## config.mk

```make
export PLATFORM = sky130hd
export DESIGN_NAME = lcd_channel
export DESIGN_NICKNAME = d
export VERILOG_FILES = /design/src/hdl/lcd_pkg.sv /design/src/hdl/lcd_channel.sv
export SDC_FILE = /design/constraint.sdc
export NUM_CORES = 1
export LEC_CHECK = 0
export ABC_CLOCK_PERIOD_IN_PS = 1800
export BUFFER_PORTS_ARGS = -buffer_cell sky130_fd_sc_hd__buf_2
export CAP_MARGIN = 20
export CORE_MARGIN = 5
export CORE_UTILIZATION = 45
export DETAILED_ROUTE_END_ITERATION = 10
export PLACE_DENSITY = 0.66
export REMOVE_ABC_BUFFERS = 1
export SYNTH_ARGS = -nofsm -noshare
export SYNTH_HDL_FRONTEND = slang
export SYNTH_SLANG_ARGS = --single-unit
```

## constraint.sdc

```tcl
create_clock -name i_clk -period 1.8 [get_ports i_clk]
set_clock_uncertainty 0.15 [all_clocks]
set_input_delay 0.18 -clock i_clk [delete_from_list [all_inputs] [get_ports i_clk]]
set_output_delay 0.18 -clock i_clk [all_outputs]
set_load 0.05 [all_outputs]
```

## src/hdl/lcd_pkg.sv

```systemverilog
// constants, types and register map of the line code decoder and loss monitor
package lcd_pkg;
   typedef enum logic [2:0] {
      LCD_RATE_E3 = 3'b001,
      LCD_RATE_DS3 = 3'b010,
      LCD_RATE_STS1 = 3'b100
   } lcd_rate_e;

   typedef enum logic [1:0] {
      LCD_DL_OK = 2'b01,
      LCD_DL_LOST = 2'b10
   } lcd_dlos_e;

   typedef struct packed {
      logic pos;
      logic neg;
   } lcd_rail_s;

   // register word indices
   localparam logic [2:0] LCD_OFS_STATUS = 3'h0;
   localparam logic [2:0] LCD_OFS_CONTROL = 3'h1;
   localparam logic [2:0] LCD_OFS_IRQ_STATUS = 3'h2;
   localparam logic [2:0] LCD_OFS_IRQ_MASK = 3'h3;
   localparam int LCD_REG_W = 5;
   localparam logic [4:0] LCD_CONTROL_RESET = 5'h00;

   // receive status fields
   localparam int LCD_ST_DRIVE_MON = 0;
   localparam int LCD_ST_DLOS = 1;
   localparam int LCD_ST_ALOS = 2;
   localparam int LCD_ST_LOS = 3;
   localparam int LCD_ST_LOCK = 4;
   // receive control fields
   localparam int LCD_CT_EQ_EN = 0;
   localparam int LCD_CT_DLOS_DIS = 1;
   localparam int LCD_CT_ALOS_DIS = 2;
   localparam int LCD_CT_BYPASS = 3;
   // interrupt status fields
   localparam int LCD_IRQ_LCV = 0;
   localparam int LCD_IRQ_LOS_SET = 1;
   localparam int LCD_IRQ_LOS_CLR = 2;

   // substitution lengths and zero-run limits, in bits
   localparam int LCD_HDB3_LEN = 4;
   localparam int LCD_B3ZS_LEN = 3;
   localparam int LCD_PIPE_DEPTH = LCD_HDB3_LEN;

   // digital loss figures, one unit interval per recovered clock
   localparam int LCD_DLOS_ZEROS = 160;
   localparam int LCD_WIN_BITS = 32;
   localparam int LCD_WIN_MIN_ONES = 10;
   localparam int LCD_WIN_GOOD = 4;
   // E3 loss timing window in unit intervals
   localparam int LCD_E3_MIN_UI = 10;
   localparam int LCD_E3_MAX_UI = 255;
   localparam int LCD_E3_ZEROS = 32;
   localparam int LCD_E3_QUAL_UI = 16;
endpackage

```

## src/hdl/lcd_channel.sv

```systemverilog
// one receive channel: zero-substitution decoder, violation flag, loss of signal monitor
`timescale 1ns/100ps

// Operation
// - E3: 000V/B00V replaced by four zeros
// - E3: pulse violation on bad V or 4 zeros
// - control bit D3 zero enables decoder
// - strap pin low enables, high bypasses decoder
// - declare loss: output high, status one
// - clear loss when amplitude and pulses return
// - E3 loss changes 10 to 255 UI late
// - DS3 loss is analog OR digital loss
// - analog loss sets low, clears high level
// - status D2 reports analog loss state
// - control D2 one disables analog loss
// - DS3/STS-1: 160 zeros declare digital loss
// - DS3/STS-1: clear after four 32-bit windows of ten ones, E3 after one
// - status D1 digital, D3 loss, D4 lock
// - B3ZS: 00V/B0V replaced by three zeros
// - B3ZS: pulse violation on bad V or 3 zeros
// - control D1 disables digital, both suppress all
module lcd_channel
   import lcd_pkg::*;
#(
   parameter int DLOS_ZEROS = LCD_DLOS_ZEROS,
   parameter int E3_QUAL = LCD_E3_QUAL_UI
) (
   input wire logic i_clk,
   input wire logic i_rstn,
   input wire lcd_rate_e i_rate_mode,
   input wire logic i_host_mode,
   input wire logic i_codec_bypass,
   input wire lcd_rail_s i_line,
   input wire logic i_amp_below_declare,
   input wire logic i_amp_above_clear,
   input wire logic i_lock_loss_flag,
   input wire logic i_drive_monitor_flag,
   input wire logic [2:0] i_addr,
   input wire logic [LCD_REG_W-1:0] i_wr_data,
   input wire logic i_wr,
   input wire logic i_rd,
   output logic [LCD_REG_W-1:0] o_rd_data,
   output lcd_rail_s o_data,
   output logic o_code_violation_pulse,
   output logic o_loss_of_signal_out,
   output logic o_equalizer_enable,
   output logic o_irq
);
   initial begin
      if (DLOS_ZEROS < 128 || DLOS_ZEROS > 192 || E3_QUAL < 1 ||
          LCD_E3_ZEROS + E3_QUAL < LCD_E3_MIN_UI ||
          2 * LCD_WIN_BITS + E3_QUAL > LCD_E3_MAX_UI) begin
         $error("lcd_channel: loss timing parameters out of range");
      end
   end

   // ****************************************************************
   // register file
   // ****************************************************************
   logic [LCD_REG_W-1:0] ctrl_reg, ctrl_next;
   logic [LCD_REG_W-1:0] mask_reg, mask_next;
   logic [LCD_REG_W-1:0] istat_reg, istat_next;
   logic [LCD_REG_W-1:0] rd_reg, rd_next;
   logic [LCD_REG_W-1:0] status;
   logic [LCD_REG_W-1:0] events;
   logic bypass, alos_dis, dlos_dis;
   logic alos_reg, dlos_q, los_reg;

   assign bypass = i_host_mode ? ctrl_reg[LCD_CT_BYPASS] : i_codec_bypass;
   assign alos_dis = ctrl_reg[LCD_CT_ALOS_DIS];
   assign dlos_dis = ctrl_reg[LCD_CT_DLOS_DIS];

   always_comb begin
      status = '0;
      status[LCD_ST_DRIVE_MON] = i_drive_monitor_flag;
      status[LCD_ST_DLOS] = dlos_q;
      status[LCD_ST_ALOS] = alos_reg;
      status[LCD_ST_LOS] = los_reg;
      status[LCD_ST_LOCK] = i_lock_loss_flag;
   end

   always_comb begin
      ctrl_next = ctrl_reg;
      mask_next = mask_reg;
      rd_next = '0;
      istat_next = istat_reg;
      if (i_wr && i_addr == LCD_OFS_CONTROL) begin
         ctrl_next = i_wr_data;
      end
      if (i_wr && i_addr == LCD_OFS_IRQ_MASK) begin
         mask_next = i_wr_data;
      end
      if (i_rd) begin
         case (i_addr)
            LCD_OFS_STATUS: rd_next = status;
            LCD_OFS_CONTROL: rd_next = ctrl_reg;
            LCD_OFS_IRQ_STATUS: rd_next = istat_reg;
            LCD_OFS_IRQ_MASK: rd_next = mask_reg;
            default: rd_next = '0;
         endcase
         if (i_addr == LCD_OFS_IRQ_STATUS) begin
            istat_next = '0;
         end
      end
      // a new event in the clearing cycle survives
      istat_next = istat_next | events;
   end

   always_ff @(posedge i_clk or negedge i_rstn) begin
      if (!i_rstn) begin
         ctrl_reg <= LCD_CONTROL_RESET;
         mask_reg <= '0;
         istat_reg <= '0;
         rd_reg <= '0;
      end else begin
         ctrl_reg <= ctrl_next;
         mask_reg <= mask_next;
         istat_reg <= istat_next;
         rd_reg <= rd_next;
      end
   end

   assign o_rd_data = rd_reg;
   assign o_irq = |(istat_reg & mask_reg);
   assign o_equalizer_enable = ctrl_reg[LCD_CT_EQ_EN];

   // ****************************************************************
   // zero-substitution decoder
   // ****************************************************************
   lcd_rail_s [LCD_PIPE_DEPTH-1:0] pipe_reg, pipe_next;
   lcd_rail_s out_reg, out_next;
   logic last_pos_reg, last_pos_next;
   logic [7:0] zrun_reg, zrun_next;
   logic lcv_reg, lcv_next;
   logic pulse, is_e3, viol;
   logic [7:0] zlimit;

   assign pulse = i_line.pos | i_line.neg;
   assign is_e3 = (i_rate_mode == LCD_RATE_E3);
   // a pulse of the same polarity as the previous one is a violation
   assign viol = pulse && !(i_line.pos && i_line.neg) && (i_line.pos == last_pos_reg);
   assign zlimit = is_e3 ? 8'(LCD_HDB3_LEN) : 8'(LCD_B3ZS_LEN);

   always_comb begin
      pipe_next = {pipe_reg[LCD_PIPE_DEPTH-2:0], i_line};
      out_next = pipe_reg[LCD_PIPE_DEPTH-1];
      last_pos_next = pulse ? i_line.pos : last_pos_reg;
      zrun_next = pulse ? 8'h00 : ((zrun_reg == 8'hff) ? zrun_reg : zrun_reg + 8'h01);
      lcv_next = 1'b0;
      if (i_line.pos && i_line.neg) begin
         lcv_next = 1'b1;
      end else if (viol && !bypass) begin
         if (is_e3) begin
            pipe_next[0] = '0;
            pipe_next[1] = '0;
            pipe_next[2] = '0;
            pipe_next[3] = '0;
            // the two bits before V must be zero in 000V and B00V
            lcv_next = pipe_reg[0] != '0 || pipe_reg[1] != '0;
         end else begin
            pipe_next[0] = '0;
            pipe_next[1] = '0;
            pipe_next[2] = '0;
            lcv_next = pipe_reg[0] != '0;
         end
      end else if (viol) begin
         lcv_next = 1'b1;
      end
      // one pulse per zero run, at the bit that reaches the limit
      if (!pulse && !bypass && zrun_reg == zlimit - 8'h01) begin
         lcv_next = 1'b1;
      end
   end

   always_ff @(posedge i_clk or negedge i_rstn) begin
      if (!i_rstn) begin
         pipe_reg <= '0;
         out_reg <= '0;
         last_pos_reg <= 1'b0;
         zrun_reg <= '0;
         lcv_reg <= 1'b0;
      end else begin
         pipe_reg <= pipe_next;
         out_reg <= out_next;
         last_pos_reg <= last_pos_next;
         zrun_reg <= zrun_next;
         lcv_reg <= lcv_next;
      end
   end

   assign o_data = out_reg;
   assign o_code_violation_pulse = lcv_reg;

   // ****************************************************************
   // analog loss: synchroniser and hysteresis
   // ****************************************************************
   logic [1:0] below_sync_reg, above_sync_reg;
   logic alos_next;

   always_comb begin
      alos_next = alos_reg;
      if (below_sync_reg[1]) begin
         alos_next = 1'b1;
      end else if (above_sync_reg[1]) begin
         alos_next = 1'b0;
      end
      if (alos_dis) begin
         alos_next = 1'b0;
      end
   end

   always_ff @(posedge i_clk or negedge i_rstn) begin
      if (!i_rstn) begin
         below_sync_reg <= '0;
         above_sync_reg <= '0;
         alos_reg <= 1'b0;
      end else begin
         below_sync_reg <= {below_sync_reg[0], i_amp_below_declare};
         above_sync_reg <= {above_sync_reg[0], i_amp_above_clear};
         alos_reg <= alos_next;
      end
   end

   // ****************************************************************
   // digital loss: zero run declares, dense windows clear
   // ****************************************************************
   lcd_dlos_e dl_reg, dl_next;
   logic [4:0] win_reg, win_next;
   logic [5:0] ones_reg, ones_next;
   logic [2:0] good_reg, good_next;
   logic [7:0] zdecl;
   logic win_end, win_ok;

   // E3 declares sooner so that the loss output lands inside its window
   assign zdecl = is_e3 ? 8'(LCD_E3_ZEROS) : 8'(DLOS_ZEROS);
   assign win_end = (win_reg == 5'(LCD_WIN_BITS - 1));
   assign win_ok = (ones_reg + {5'h00, pulse}) >= 6'(LCD_WIN_MIN_ONES);

   always_comb begin
      dl_next = dl_reg;
      win_next = win_reg + 5'h01;
      ones_next = ones_reg + {5'h00, pulse};
      good_next = good_reg;
      if (win_end) begin
         ones_next = '0;
      end
      case (dl_reg)
         LCD_DL_OK: begin
            win_next = '0;
            ones_next = '0;
            good_next = '0;
            // a run that outlasted a disabled detector still declares once enabled
            if (!pulse && zrun_reg >= zdecl - 8'h01) begin
               dl_next = LCD_DL_LOST;
            end
         end
         LCD_DL_LOST: begin
            if (win_end) begin
               good_next = win_ok ? good_reg + 3'h1 : 3'h0;
               // E3 needs one window to stay within the clear bound
               if (win_ok && (is_e3 || good_reg == 3'(LCD_WIN_GOOD - 1))) begin
                  dl_next = LCD_DL_OK;
               end
            end
         end
         default: dl_next = LCD_DL_OK;
      endcase
      if (dlos_dis) begin
         dl_next = LCD_DL_OK;
      end
   end

   always_ff @(posedge i_clk or negedge i_rstn) begin
      if (!i_rstn) begin
         dl_reg <= LCD_DL_OK;
         win_reg <= '0;
         ones_reg <= '0;
         good_reg <= '0;
      end else begin
         dl_reg <= dl_next;
         win_reg <= win_next;
         ones_reg <= ones_next;
         good_reg <= good_next;
      end
   end

   assign dlos_q = (dl_reg == LCD_DL_LOST);

   // ****************************************************************
   // combined loss of signal
   // ****************************************************************
   logic los_raw, los_next;
   logic [7:0] qual_reg, qual_next;

   assign los_raw = alos_reg | dlos_q;

   always_comb begin
      los_next = los_reg;
      qual_next = '0;
      if (!is_e3) begin
         los_next = los_raw;
      end else if (los_raw != los_reg) begin
         // E3 filter keeps the change inside the 10 to 255 UI window
         qual_next = qual_reg + 8'h01;
         if (qual_reg == 8'(E3_QUAL - 1)) begin
            los_next = los_raw;
            qual_next = '0;
         end
      end
      if (alos_dis && dlos_dis) begin
         los_next = 1'b0;
      end
      events = '0;
      events[LCD_IRQ_LCV] = lcv_reg;
      events[LCD_IRQ_LOS_SET] = los_next && !los_reg;
      events[LCD_IRQ_LOS_CLR] = !los_next && los_reg;
   end

   always_ff @(posedge i_clk or negedge i_rstn) begin
      if (!i_rstn) begin
         los_reg <= 1'b0;
         qual_reg <= '0;
      end else begin
         los_reg <= los_next;
         qual_reg <= qual_next;
      end
   end

   assign o_loss_of_signal_out = los_reg;

   // ****************************************************************
   // assertions
   // ****************************************************************
   property p_hdb3_run;
      @(posedge i_clk) disable iff (!i_rstn)
      (is_e3 && !bypass && !pulse && zrun_reg == 8'h03) |=> o_code_violation_pulse;
   endproperty
   a_hdb3_run: assert property (p_hdb3_run) else $error("missing HDB3 zero-run violation");

   property p_b3zs_run;
      @(posedge i_clk) disable iff (!i_rstn)
      (!is_e3 && !bypass && !pulse && zrun_reg == 8'h02) |=> o_code_violation_pulse;
   endproperty
   a_b3zs_run: assert property (p_b3zs_run) else $error("missing B3ZS zero-run violation");

   property p_hdb3_subst;
      @(posedge i_clk) disable iff (!i_rstn)
      (is_e3 && !bypass && viol) |-> ##5 (o_data == '0);
   endproperty
   a_hdb3_subst: assert property (p_hdb3_subst) else $error("HDB3 V not removed");

   property p_bypass_pass;
      @(posedge i_clk) disable iff (!i_rstn)
      (bypass && i_line.pos && !i_line.neg) ##1 bypass[*4] |-> ##1 o_data.pos;
   endproperty
   a_bypass_pass: assert property (p_bypass_pass) else $error("bypass lost a pulse");

   property p_dlos_declare;
      @(posedge i_clk) disable iff (!i_rstn)
      (!is_e3 && !dlos_dis && !pulse && zrun_reg == 8'(DLOS_ZEROS - 1)) |=> dlos_q;
   endproperty
   a_dlos_declare: assert property (p_dlos_declare) else $error("digital loss late");

   property p_ds3_or;
      @(posedge i_clk) disable iff (!i_rstn)
      (!is_e3 && !(alos_dis && dlos_dis)) |=> (los_reg == $past(alos_reg | dlos_q));
   endproperty
   a_ds3_or: assert property (p_ds3_or) else $error("loss is not analog OR digital");

   property p_alos_read;
      @(posedge i_clk) disable iff (!i_rstn)
      (i_rd && i_addr == LCD_OFS_STATUS) |=> (o_rd_data[LCD_ST_ALOS] == $past(alos_reg));
   endproperty
   a_alos_read: assert property (p_alos_read) else $error("status D2 wrong");

   property p_alos_sync;
      @(posedge i_clk) disable iff (!i_rstn)
      (i_amp_below_declare && !alos_dis) ##1 !alos_dis[*2] |=> alos_reg;
   endproperty
   a_alos_sync: assert property (p_alos_sync) else $error("analog loss not set");

   property p_both_off;
      @(posedge i_clk) disable iff (!i_rstn)
      (alos_dis && dlos_dis) |=> !o_loss_of_signal_out;
   endproperty
   a_both_off: assert property (p_both_off) else $error("loss with both detectors off");

   property p_e3_min;
      @(posedge i_clk) disable iff (!i_rstn)
      (is_e3 && $rose(los_raw) && !los_reg) ##1 is_e3[*8] |-> !o_loss_of_signal_out;
   endproperty
   a_e3_min: assert property (p_e3_min) else $error("E3 loss declared too early");
endmodule

```

==> run_results.csv, run 1 <==
group,metric,value,unit
clocking,clk_pin_slew,80,ps
power,power.share.sequential,47.6,%
layout,finalCoreUtilization,58.3,%
routing,route.detailed.wl_per_inst,13.1,um
logic_synthesis,syn-instance-count,275,
power,share_clk_of_total_power,37.7,%
logic_synthesis,synthMostInstantiatedCell,"sky130_fd_sc_hd__dfrtp_1",
clocking,cts-htree-levels,3,
logic_synthesis,synth.top_cell.area_share,53.3,%
power,power_switching,0.967,mW
clocking,sink_count_of_the_clock_tree,68,
global_routing,grt_util_all_layers,14.7,%
layout,insertedDiodeCount,0,
power,vdd.ir_drop.worst,635,uV
logic_synthesis,number_of_synthesized_flops_with_an_enable_pin,0,
outcome,violations_in_the_final_reports,"negative setup slack",
logic_synthesis,synth-main-ff-cell,"sky130_fd_sc_hd__dfrtp_1",
routing,antenna_violating_nets_post_route,0,
routing,drtIter0Drc,80,
logic_synthesis,synth.largest_area_cell,"sky130_fd_sc_hd__dfrtp_1",
layout,area_growth_syn_to_layout,25.9,%
power,power_report.internal_total,2.68,mW
clocking,tritoncts,"yes",
power,comb_power_share,14.7,%
routing,firstDrtPassIters,4,
clocking,clock_tree.buffer_depth,2,
global_routing,largest_net_degree_at_the_start_of_global_routing,69,
floorplanning,start_util,46.3,%
setup_path,critPathSlowestCell,"sky130_fd_sc_hd__or4b_4",
logic_synthesis,post_synth.cell_area_avg,11.4,um^2
logic_synthesis,post_synth_main_area_contributors,"sky130_fd_sc_hd__dfrtp_1, sky130_fd_sc_hd__ha_1, sky130_fd_sc_hd__nor2_1, sky130_fd_sc_hd__mux2_2, sky130_fd_sc_hd__xor2_1",
setup_path,cp.buffers_inverters,0,
routing,vias_per_cell,5.05,
global_routing,global_route.overflow_total,0,
logic_synthesis,post_synth_num_cell_types,51,
global_routing,via_count_of_the_first_global_routing_pass,2177,
timing,layout_min_cycle_time,1820,ps
global_routing,first_pass_grt_wire_length,9930,um
worst_hold_path,worstHoldPathType,"input port to register",
floorplanning,io_count,34,
timing,timing.slew.headroom,76.9,%
timing,report.final.setup_viol,2,
placement,preCtsSetupSlack,-309,ps
clocking,clock-root-buffer,"sky130_fd_sc_hd__clkbuf_8",
clocking,worstSkewPairLatency,340,ps
setup_path,cp_top_family,"simple AND/OR/NAND/NOR gates",
setup_path,setup.worst_path.start_class,"register",
floorplanning,die_width,93.6,um
logic_synthesis,ys_ff_latch,68,
global_routing,grt_antenna_before_repair,0,
logic_synthesis,synthArstFlopShare,100,%
placement,routabilityCongestion,0.805,
layout,fin_nets,378,
timing,crit_path_setup_slack_layout,-19.3,ps
timing,slew_viol_final,0,
power,power.leakage,1.85,nW
logic_synthesis,synth-seq-area-share,54.1,%
logic_synthesis,synth_warnings,0,
placement,dp.final_hpwl,4180,um
setup_path,data_required_time_of_the_worst_path,1880,ps
timing,maxClockFrequency,550,MHz
routing,finalWirelength,5840,um
routing,drc,0,
timing,grt_setup_unrepaired,"true",
floorplanning,dieArea,0.00877,mm^2
layout,drive_gt1_share,30.9,%
setup_path,worstPathArrival,1900,ps
outcome,run_status,"finished with violations",
power,power.density,920,mW/mm^2
power,swShare,26.5,%
routing,detailroute.via_count,2247,
timing,post-route-period-util,101,%
setup_path,path_cells,"mux2_4 > nand4bb_4 > or4b_4 > and2_4",
placement,numPortBuffers,33,
timing,worst-slew-pin-transition,346,ps
job,cap_violations,0,
setup_path,critical-path-max-stage-delay,500,ps
logic_synthesis,synthTopCellsByCount,"sky130_fd_sc_hd__dfrtp_1, sky130_fd_sc_hd__nor2_1, sky130_fd_sc_hd__nand2_1, sky130_fd_sc_hd__o21ai_0, sky130_fd_sc_hd__ha_1",
floorplanning,die_h,93.6,um
clocking,cts-buffers-inserted,9,
setup_path,path_max_fanout,3,
power,power,3.65,mW
logic_synthesis,synth_area,0.00315,mm^2
setup_path,worst_setup_path_end_kind,"register",
floorplanning,placeableCoreArea,0.00679,mm^2
timing,final_hold_viol_count,0,
floorplanning,std_cell_rows,30,
setup_path,timing_worst_setup_path_type,"register to register",
worst reg2reg max path: stages, from the launching register on:
cell,delay [ps]
sky130_fd_sc_hd__dfrtp_1,400
sky130_fd_sc_hd__mux2_4,270
sky130_fd_sc_hd__nand4bb_4,220
sky130_fd_sc_hd__or4b_4,500
sky130_fd_sc_hd__and2_4,160
final timing paths:
check,slack [ps],cells past startpoint,endpoint,from
max,-20,4,out_next[1]$_DFF_PN0_,ctrl_reg[3]$_DFFE_PN0P_
min in group asynchronous,230,3,pipe_reg[3]$_DFF_PN0_,i_rstn
max in group asynchronous,950,3,dl_reg[0]$_DFFE_PN1P_,i_rstn
max reg2reg,-20,4,out_next[1]$_DFF_PN0_,ctrl_reg[3]$_DFFE_PN0P_
min reg2reg,200,0,below_sync_reg[1]$_DFF_PN0_,below_sync_reg[0]$_DFF_PN0_
min,30,3,pipe_reg[0]$_DFF_PN0_,i_line[0]
power by group through the flow:
stage	clock network (mW)	registers [mW]	logic (mW)
after floorplan	0	1.83	0.237
after global placement	0	1.76	0.494
after detailed placement	0	1.76	0.501
after CTS	1.42	1.73	0.522
after global routing	1.50	1.75	0.581
final	1.37	1.73	0.536
per-layer routing:
layer / vias up / routed length [um] / track usage (%)
li1: 1119 / - / -
met1: 1081 / 2750 / 19.2
met2: 36 / 2750 / 22.3
met3: 11 / 230 / 5.07
met4: 0 / 109 / 6.02
met5: - / 0 / 0
logic make-up (layout without fill, tap and decap cells):
group	count (synthesis)	count (layout)	synth area share, %
simple gates	104	104	19.0
flops	68	68	54.1
mux	15	15	6.48
xor+xnor	16	16	4.45
buf+inv	18	92	2.19
compound gates	43	43	9.34
fa+ha+maj	11	11	4.37
placed cells by master (no fill, tap or decap), types with 3 or more instances in the layout:
cell and count:
sky130_fd_sc_hd__buf_2 32, sky130_fd_sc_hd__nand3_1 6, sky130_fd_sc_hd__nand4_1 6, sky130_fd_sc_hd__a22o_1 3, sky130_fd_sc_hd__mux2_2 9, sky130_fd_sc_hd__nand2b_1 6, sky130_fd_sc_hd__ha_1 8, sky130_fd_sc_hd__nor4_1 3
sky130_fd_sc_hd__clkbuf_8 9, sky130_fd_sc_hd__nor3_1 3, sky130_fd_sc_hd__nor2b_1 6, sky130_fd_sc_hd__mux4_2 3, sky130_fd_sc_hd__xor2_1 9, sky130_fd_sc_hd__inv_1 10, sky130_fd_sc_hd__o21ai_0 12, sky130_fd_sc_hd__a21oi_1 6
sky130_fd_sc_hd__nor2_1 31, sky130_fd_sc_hd__and2_2 6, sky130_fd_sc_hd__and3_1 8, sky130_fd_sc_hd__nand2_1 12, sky130_fd_sc_hd__xnor2_1 7, sky130_fd_sc_hd__dfrtp_1 67, sky130_fd_sc_hd__o21a_1 3, sky130_fd_sc_hd__dlygate4sd3_1 9
sky130_fd_sc_hd__buf_4 23, sky130_fd_sc_hd__clkinv_4 3
stage by stage:
step | instances | area, um^2 | setup TNS (ps) | hold WS (ps)
after floorplan | 267 | 3120 | -1390 | -266
after global routing | 445 | 3960 | -141 | 21.3
after CTS | 444 | 3930 | -49.6 | 7.97
after detailed placement | 418 | 3580 | -1490 | 81.1
final | 445 | 3960 | -38.0 | 25.7
after global placement | 418 | 3580 | -1060 | 77.2
final cells by class:
| class | instances | area (um^2) |
|---|---|---|
| fill | 576 | 2830 |
| sequential | 68 | 1700 |
| multi-input combinational | 189 | 1420 |
| timing repair buffer | 66 | 454 |
| clock buffer | 9 | 124 |
| tap | 96 | 120 |
| clock inverter | 7 | 100 |
| inverter | 10 | 37.5 |
what timing repair did:
| item | in CTS | in global routing |
|---|---|---|
| cloned | 0 | 0 |
| hold buffers | 9 | 0 |
| endpoints found under the hold margin | 81 | 0 |
| setup buffers | 1 | 1 |
| setup endpoints to repair | 8 | 16 |
| pin swaps | 2 | 3 |
| gates resized for setup | 5 | 11 |
(Power assumes the default switching activity.)
==> inputs of run 2 (changes only) <==
--- a/config.mk
+++ b/config.mk
@@ -9,9 +9,9 @@
 export BUFFER_PORTS_ARGS = -buffer_cell sky130_fd_sc_hd__buf_2
 export CAP_MARGIN = 20
 export CORE_MARGIN = 5
-export CORE_UTILIZATION = 45
+export CORE_UTILIZATION = 52
 export DETAILED_ROUTE_END_ITERATION = 10
-export PLACE_DENSITY = 0.66
+export PLACE_DENSITY = 0.75
 export REMOVE_ABC_BUFFERS = 1
 export SYNTH_ARGS = -nofsm -noshare
 export SYNTH_HDL_FRONTEND = slang
==> run 2 against run 1 <==
Effect of this change: the flow now finishes without violations; count of clock-buffer cells in the layout stayed put; sequential power about the same; final cell count is 5.2% lower; maximum frequency up 1.1%; clock power barely moved; hold slack improved by 11 ps; routed wire length is 7.9% higher; sequential share of layout area down 0.28 points; final area up 0.66%; utilization increased by 9.4 points; non-clock buffer count decreased by 2; largest power group unchanged; highest routed layer unchanged.
==> run_results.csv, run 2 (same netlist as run 1, synthesis figures left out) <==
group,metric,value,unit
power,power_switching,0.999,mW
worst_hold_path,hp-start,"i_rate_mode[2]",
setup_path,data_required_time_of_the_worst_path,1880,ps
layout,finalCoreUtilization,67.8,%
power,share_clk_of_total_power,38.0,%
clocking,clock-root-buffer,"sky130_fd_sc_hd__clkbuf_8",
global_routing,global_route.overflow_total,0,
routing,drtIter0Drc,126,
clocking,clk_pin_slew,80,ps
placement,dp.final_hpwl,4390,um
power,power.density,920,mW/mm^2
clocking,clock_tree.buffer_depth,2,
setup_path,worst_setup_path_end_kind,"register",
floorplanning,die_width,87.8,um
setup_path,critical_path.reg2reg.startpoint,"ctrl_reg[3]$_DFFE_PN0P_",
timing,final_hold_viol_count,0,
timing,grt_setup_unrepaired,"true",
layout,drive_gt1_share,34.3,%
timing,layout_min_cycle_time,1800,ps
power,power.share.sequential,47.3,%
worst_hold_path,min_delay_worst_endpoint,"qual_reg[2]$_DFF_PN0_",
placement,place_inst,394,
timing,timing.slew.headroom,74.0,%
global_routing,grt_util_all_layers,18.5,%
power,power.leakage,1.82,nW
routing,route.detailed.wl_per_inst,14.9,um
routing,finalWirelength,6310,um
setup_path,setup.worst_path.start_class,"register",
setup_path,path_cells,"mux2_4 > nand4bb_4 > or4b_4 > and2_4",
setup_path,timing_worst_setup_path_type,"register to register",
timing,post-route-period-util,99.9,%
power,comb_power_share,14.7,%
clocking,cts-buffers-inserted,9,
power,vdd.ir_drop.worst,775,uV
layout,mostFrequentLayoutCell,"sky130_fd_sc_hd__dfrtp_1",
routing,detailroute.via_count,2272,
placement,numPortBuffers,33,
clocking,tritoncts,"yes",
timing,report.final.setup_viol,0,
floorplanning,io_count,34,
job,cap_violations,0,
power,power_report.internal_total,2.67,mW
setup_path,worstPathArrival,1880,ps
floorplanning,placeableCoreArea,0.00589,mm^2
layout,area_growth_syn_to_layout,26.8,%
clocking,cts-htree-levels,3,
worst_hold_path,worstHoldPathType,"input port to register",
routing,firstDrtPassIters,4,
power,swShare,27.2,%
floorplanning,dieArea,0.00771,mm^2
clocking,worstSkewPairLatency,350,ps
floorplanning,die_h,87.8,um
layout,finish.cell_count_without_fillers,422,
setup_path,reg2regPathDepth,4,
routing,antenna_violating_nets_post_route,0,
setup_path,critical-path-max-stage-delay,500,ps
timing,maxClockFrequency,556,MHz
global_routing,grt_antenna_before_repair,0,
layout,insertedDiodeCount,0,
worst_hold_path,hold_path_depth,3,
clocking,sink_count_of_the_clock_tree,68,
timing,slew_viol_final,0,
floorplanning,start_util,53.5,%
global_routing,first_pass_grt_wire_length,10900,um
global_routing,via_count_of_the_first_global_routing_pass,2283,
global_routing,largest_net_degree_at_the_start_of_global_routing,69,
timing,worst-slew-pin-transition,389,ps
routing,vias_per_cell,5.38,
layout,most-common-layout-cells,"sky130_fd_sc_hd__dfrtp_1, sky130_fd_sc_hd__buf_2, sky130_fd_sc_hd__nor2_1, sky130_fd_sc_hd__buf_4, sky130_fd_sc_hd__nand2_1",
layout,fin_nets,376,
setup_path,crit-reg2reg-capture,"out_next[1]$_DFF_PN0_",
setup_path,critPathSlowestCell,"sky130_fd_sc_hd__or4b_4",
floorplanning,std_cell_rows,28,
outcome,run_status,"complete, no violations",
placement,routabilityCongestion,0.839,
setup_path,path_max_fanout,2,
setup_path,reg2reg_slack,1,ps
routing,drc,0,
==> run 2: cell type report <==
type	instances	area, um^2
Clock buffer	9	124
Sequential cell	68	1700
Inverter	10	37.5
Tap cell	75	93.8
Fill cell	442	1900
Clock inverter	7	100
Multi-Input combinational cell	189	1500
Timing Repair Buffer	64	435
==> run 2: layer usage <==
metal	up-vias	global-route usage [%]	wire (um)	share of wire (%)
met5	-	0	0	0
met1	1110	24.1	2800	44
met3	4	6.30	268	4.3
li1	1116	-	-	-
met4	0	5.44	46	0.73
met2	42	29.7	3190	51
==> run 2: how the worst max path moves through the flow <==
stage               depth (start not counted)                      end                    start
detailed placement                         10  good_reg[1]$_DFFE_PN0P_                i_line[1]
floorplan                                   9    dl_reg[0]$_DFFE_PN1P_                i_line[1]
global placement                           10  good_reg[1]$_DFFE_PN0P_                i_line[1]
CTS                                         4    out_next[0]$_DFF_PN0_  ctrl_reg[3]$_DFFE_PN0P_
global route                                4    out_next[0]$_DFF_PN0_  ctrl_reg[3]$_DFFE_PN0P_
finish                                      4    out_next[1]$_DFF_PN0_  ctrl_reg[3]$_DFFE_PN0P_
==> run 2: critical path: cells and delay by family, from the launching register on <==
family,cells,cell delay (ps)
muxes,1,280
DFF,1,400
and+or+nand+nor,3,860
==> run 2: through the flow <==
step / setup WS [ps] / hold WS, ps / TNS [ps] / cell area [um^2] / power (mW)
after global placement: -220 / 73.4 / -1020 / 3530 / 2.26
after CTS: -33.7 / 20.2 / -67.3 / 3910 / 3.70
after detailed placement: -362 / 79.1 / -1570 / 3530 / 2.27
after floorplan: -308 / -266 / -1390 / 3120 / 2.07
final: 1.27 / 37.1 / 0 / 3990 / 3.67
after global routing: -38.4 / 25.2 / -120 / 3990 / 3.85
==> run 2: power groups by stage <==
stage               logic (mW)  clock network (mW)  registers, mW
detailed placement       0.509                   0           1.76
CTS                      0.540                1.43           1.73
finish                   0.540                1.40           1.74
global route             0.586                1.51           1.75
floorplan                0.237                   0           1.83
global placement         0.498                   0           1.76
==> run 2: timing repair <==
| action | 4_1_cts | 5_1_grt |
|---|---|---|
| setup endpoints to repair | 11 | 14 |
| hold endpoints to repair | 82 | 0 |
| pin swaps | 7 | 9 |
| setup buffers | 1 | 1 |
| hold buffers | 10 | 0 |
| resized for setup | 14 | 17 |
==> inputs of run 3 (changes only) <==
--- a/config.mk
+++ b/config.mk
@@ -11,7 +11,7 @@
 export CORE_MARGIN = 5
 export CORE_UTILIZATION = 52
 export DETAILED_ROUTE_END_ITERATION = 10
-export PLACE_DENSITY = 0.75
+export PLACE_DENSITY = 0.83
 export REMOVE_ABC_BUFFERS = 1
 export SYNTH_ARGS = -nofsm -noshare
 export SYNTH_HDL_FRONTEND = slang
==> run 3 against run 2 <==
Effect of this change: the run now ends with negative setup slack left; maximum frequency is 0.43% lower; final area is 0.16% lower; via count is 0.31% higher; critical endpoint is now out_next[0]$_DFF_PN0_; count of clock-buffer cells in the layout is 1 higher; largest power group unchanged; first-iteration DRC count is 5.6% higher.
==> run_results.csv, run 3 (same netlist as run 1, synthesis figures left out) <==
group,metric,value,unit
timing,timing.slew.headroom,70.0,%
routing,antenna_violating_nets_post_route,0,
setup_path,critical-path-max-stage-delay,500,ps
routing,firstDrtPassIters,4,
clocking,cts-htree-levels,3,
global_routing,grt_util_all_layers,18.0,%
placement,dp.final_hpwl,4430,um
routing,vias_per_cell,5.40,
clocking,tritoncts,"yes",
clocking,worstSkewPairLatency,340,ps
power,power,3.78,mW
clocking,clk_pin_slew,80,ps
power,power.density,949,mW/mm^2
setup_path,worstPathArrival,1880,ps
setup_path,critPathSlowestCell,"sky130_fd_sc_hd__or4b_4",
timing,grt_setup_unrepaired,"true",
placement,preCtsSetupSlack,-255,ps
routing,finalWirelength,6480,um
layout,insertedDiodeCount,0,
floorplanning,die_width,87.8,um
job,cap_violations,0,
outcome,violations_in_the_final_reports,"negative setup slack",
clocking,sink_count_of_the_clock_tree,68,
layout,mostFrequentLayoutCell,"sky130_fd_sc_hd__dfrtp_1",
setup_path,data_required_time_of_the_worst_path,1880,ps
clocking,clock_tree.buffer_depth,2,
timing,final_hold_viol_count,0,
clocking,cts-buffers-inserted,9,
routing,drtIter0Drc,133,
global_routing,via_count_of_the_first_global_routing_pass,2279,
timing,layout_min_cycle_time,1810,ps
timing,report.final.setup_viol,2,
floorplanning,io_count,34,
setup_path,path_max_fanout,2,
routing,route.detailed.wl_per_inst,15.4,um
layout,most-common-layout-cells,"sky130_fd_sc_hd__dfrtp_1, sky130_fd_sc_hd__buf_2, sky130_fd_sc_hd__nor2_1, sky130_fd_sc_hd__buf_4, sky130_fd_sc_hd__nand2_1",
global_routing,first_pass_grt_wire_length,10500,um
placement,numPortBuffers,33,
power,vdd.ir_drop.worst,836,uV
layout,finish.cell_count_without_fillers,422,
layout,fin_nets,376,
global_routing,grt_antenna_before_repair,0,
timing,worst-slew-pin-transition,449,ps
timing,post-route-period-util,100,%
power,power.leakage,1.84,nW
setup_path,setup.worst_path.start_class,"register",
layout,area_growth_syn_to_layout,26.6,%
global_routing,largest_net_degree_at_the_start_of_global_routing,31,
setup_path,worst_setup_path_end_kind,"register",
floorplanning,die_h,87.8,um
setup_path,timing_worst_setup_path_type,"register to register",
floorplanning,dieArea,0.00771,mm^2
routing,drc,0,
layout,drive_gt1_share,32.3,%
outcome,run_status,"finished with violations",
timing,maxClockFrequency,554,MHz
floorplanning,start_util,53.5,%
timing,slew_viol_final,0,
timing,crit_path_setup_slack_layout,-6.59,ps
placement,routabilityCongestion,0.796,
placement,place_inst,397,
clocking,clock-root-buffer,"sky130_fd_sc_hd__clkbuf_8",
floorplanning,placeableCoreArea,0.00589,mm^2
floorplanning,std_cell_rows,28,
setup_path,path_cells,"mux2_4 > nand4bb_4 > or4b_4 > and2_4",
routing,detailroute.via_count,2279,
global_routing,global_route.overflow_total,0,
worst_hold_path,worstHoldPathType,"input port to register",
layout,finalCoreUtilization,67.7,%
run 3: cell count changes in the layout (fill, tap and decap cells not counted), sizes merged:
cell         change
clkbuf           +2
clkinv           +2
clkinvlp         -3
bufinv           +1
inv              -1
dlygate4sd3      -1
run 3: cell type report:
cell class / instances / area [um^2]
clock inverter: 6 / 113
tap: 75 / 93.8
sequential: 68 / 1700
fill: 424 / 1900
clock buffer: 10 / 128
inverter: 10 / 37.5
multi-input combinational: 189 / 1460
timing repair buffer: 64 / 448
run 3: per-stage QoR:
stage | TNS [ps] | instance area [um^2] | hold slack [ps]
global route | -220 | 3980 | 31.9
finish | -10.6 | 3980 | 34.7
detailed placement | -1180 | 3560 | -0.665
global placement | -885 | 3560 | -0.253
floorplan | -1390 | 3120 | -266
CTS | -104 | 3920 | 25.4
run 3: per-layer routing:
metal / share of wire (%) / routed length [um] / GRT usage (%)
met1: 43 / 2820 / 23.6
met2: 52 / 3350 / 28.7
met3: 2.4 / 157 / 3.29
met4: 2.4 / 156 / 8.93
met5: 0 / 0 / 0
run 3: timing repair:
item	CTS	global route
gates cloned	0	0
setup endpoints to repair	12	17
hold buffers	9	0
pin swaps	1	11
resized for setup	6	17
hold endpoints to repair	51	0
buffers inserted	0	0
run 3: worst max-delay path, delay by kind of cell (launching register included):
kind	cells	cell delay [ps]
flip-flops	1	400
multiplexers	1	270
AND/OR/NAND/NOR	3	870
run 3: final timing paths:
check	cells past startpoint	end	from	slack, ps
max	4	out_next[0]$_DFF_PN0_	ctrl_reg[3]$_DFFE_PN0P_	-7
min	3	pipe_reg[0]$_DFF_PN0_	i_line[0]	30
max reg2reg	4	out_next[0]$_DFF_PN0_	ctrl_reg[3]$_DFFE_PN0P_	-7
min reg2reg	0	above_sync_reg[1]$_DFF_PN0_	above_sync_reg[0]$_DFF_PN0_	200
max in group asynchronous	3	o_data[1]$_DFF_PN0_	i_rstn	830
min in group asynchronous	2	istat_reg[0]$_DFF_PN0_	i_rstn	160
run 3: report_power, final:
part	switching, mW	leakage (nW)	total [mW]	internal (mW)
clock	0.578	0.120	1.50	0.923
sequential	0.0955	0.879	1.74	1.64
combinational	0.298	0.836	0.540	0.242
total	0.971	1.84	3.78	2.81
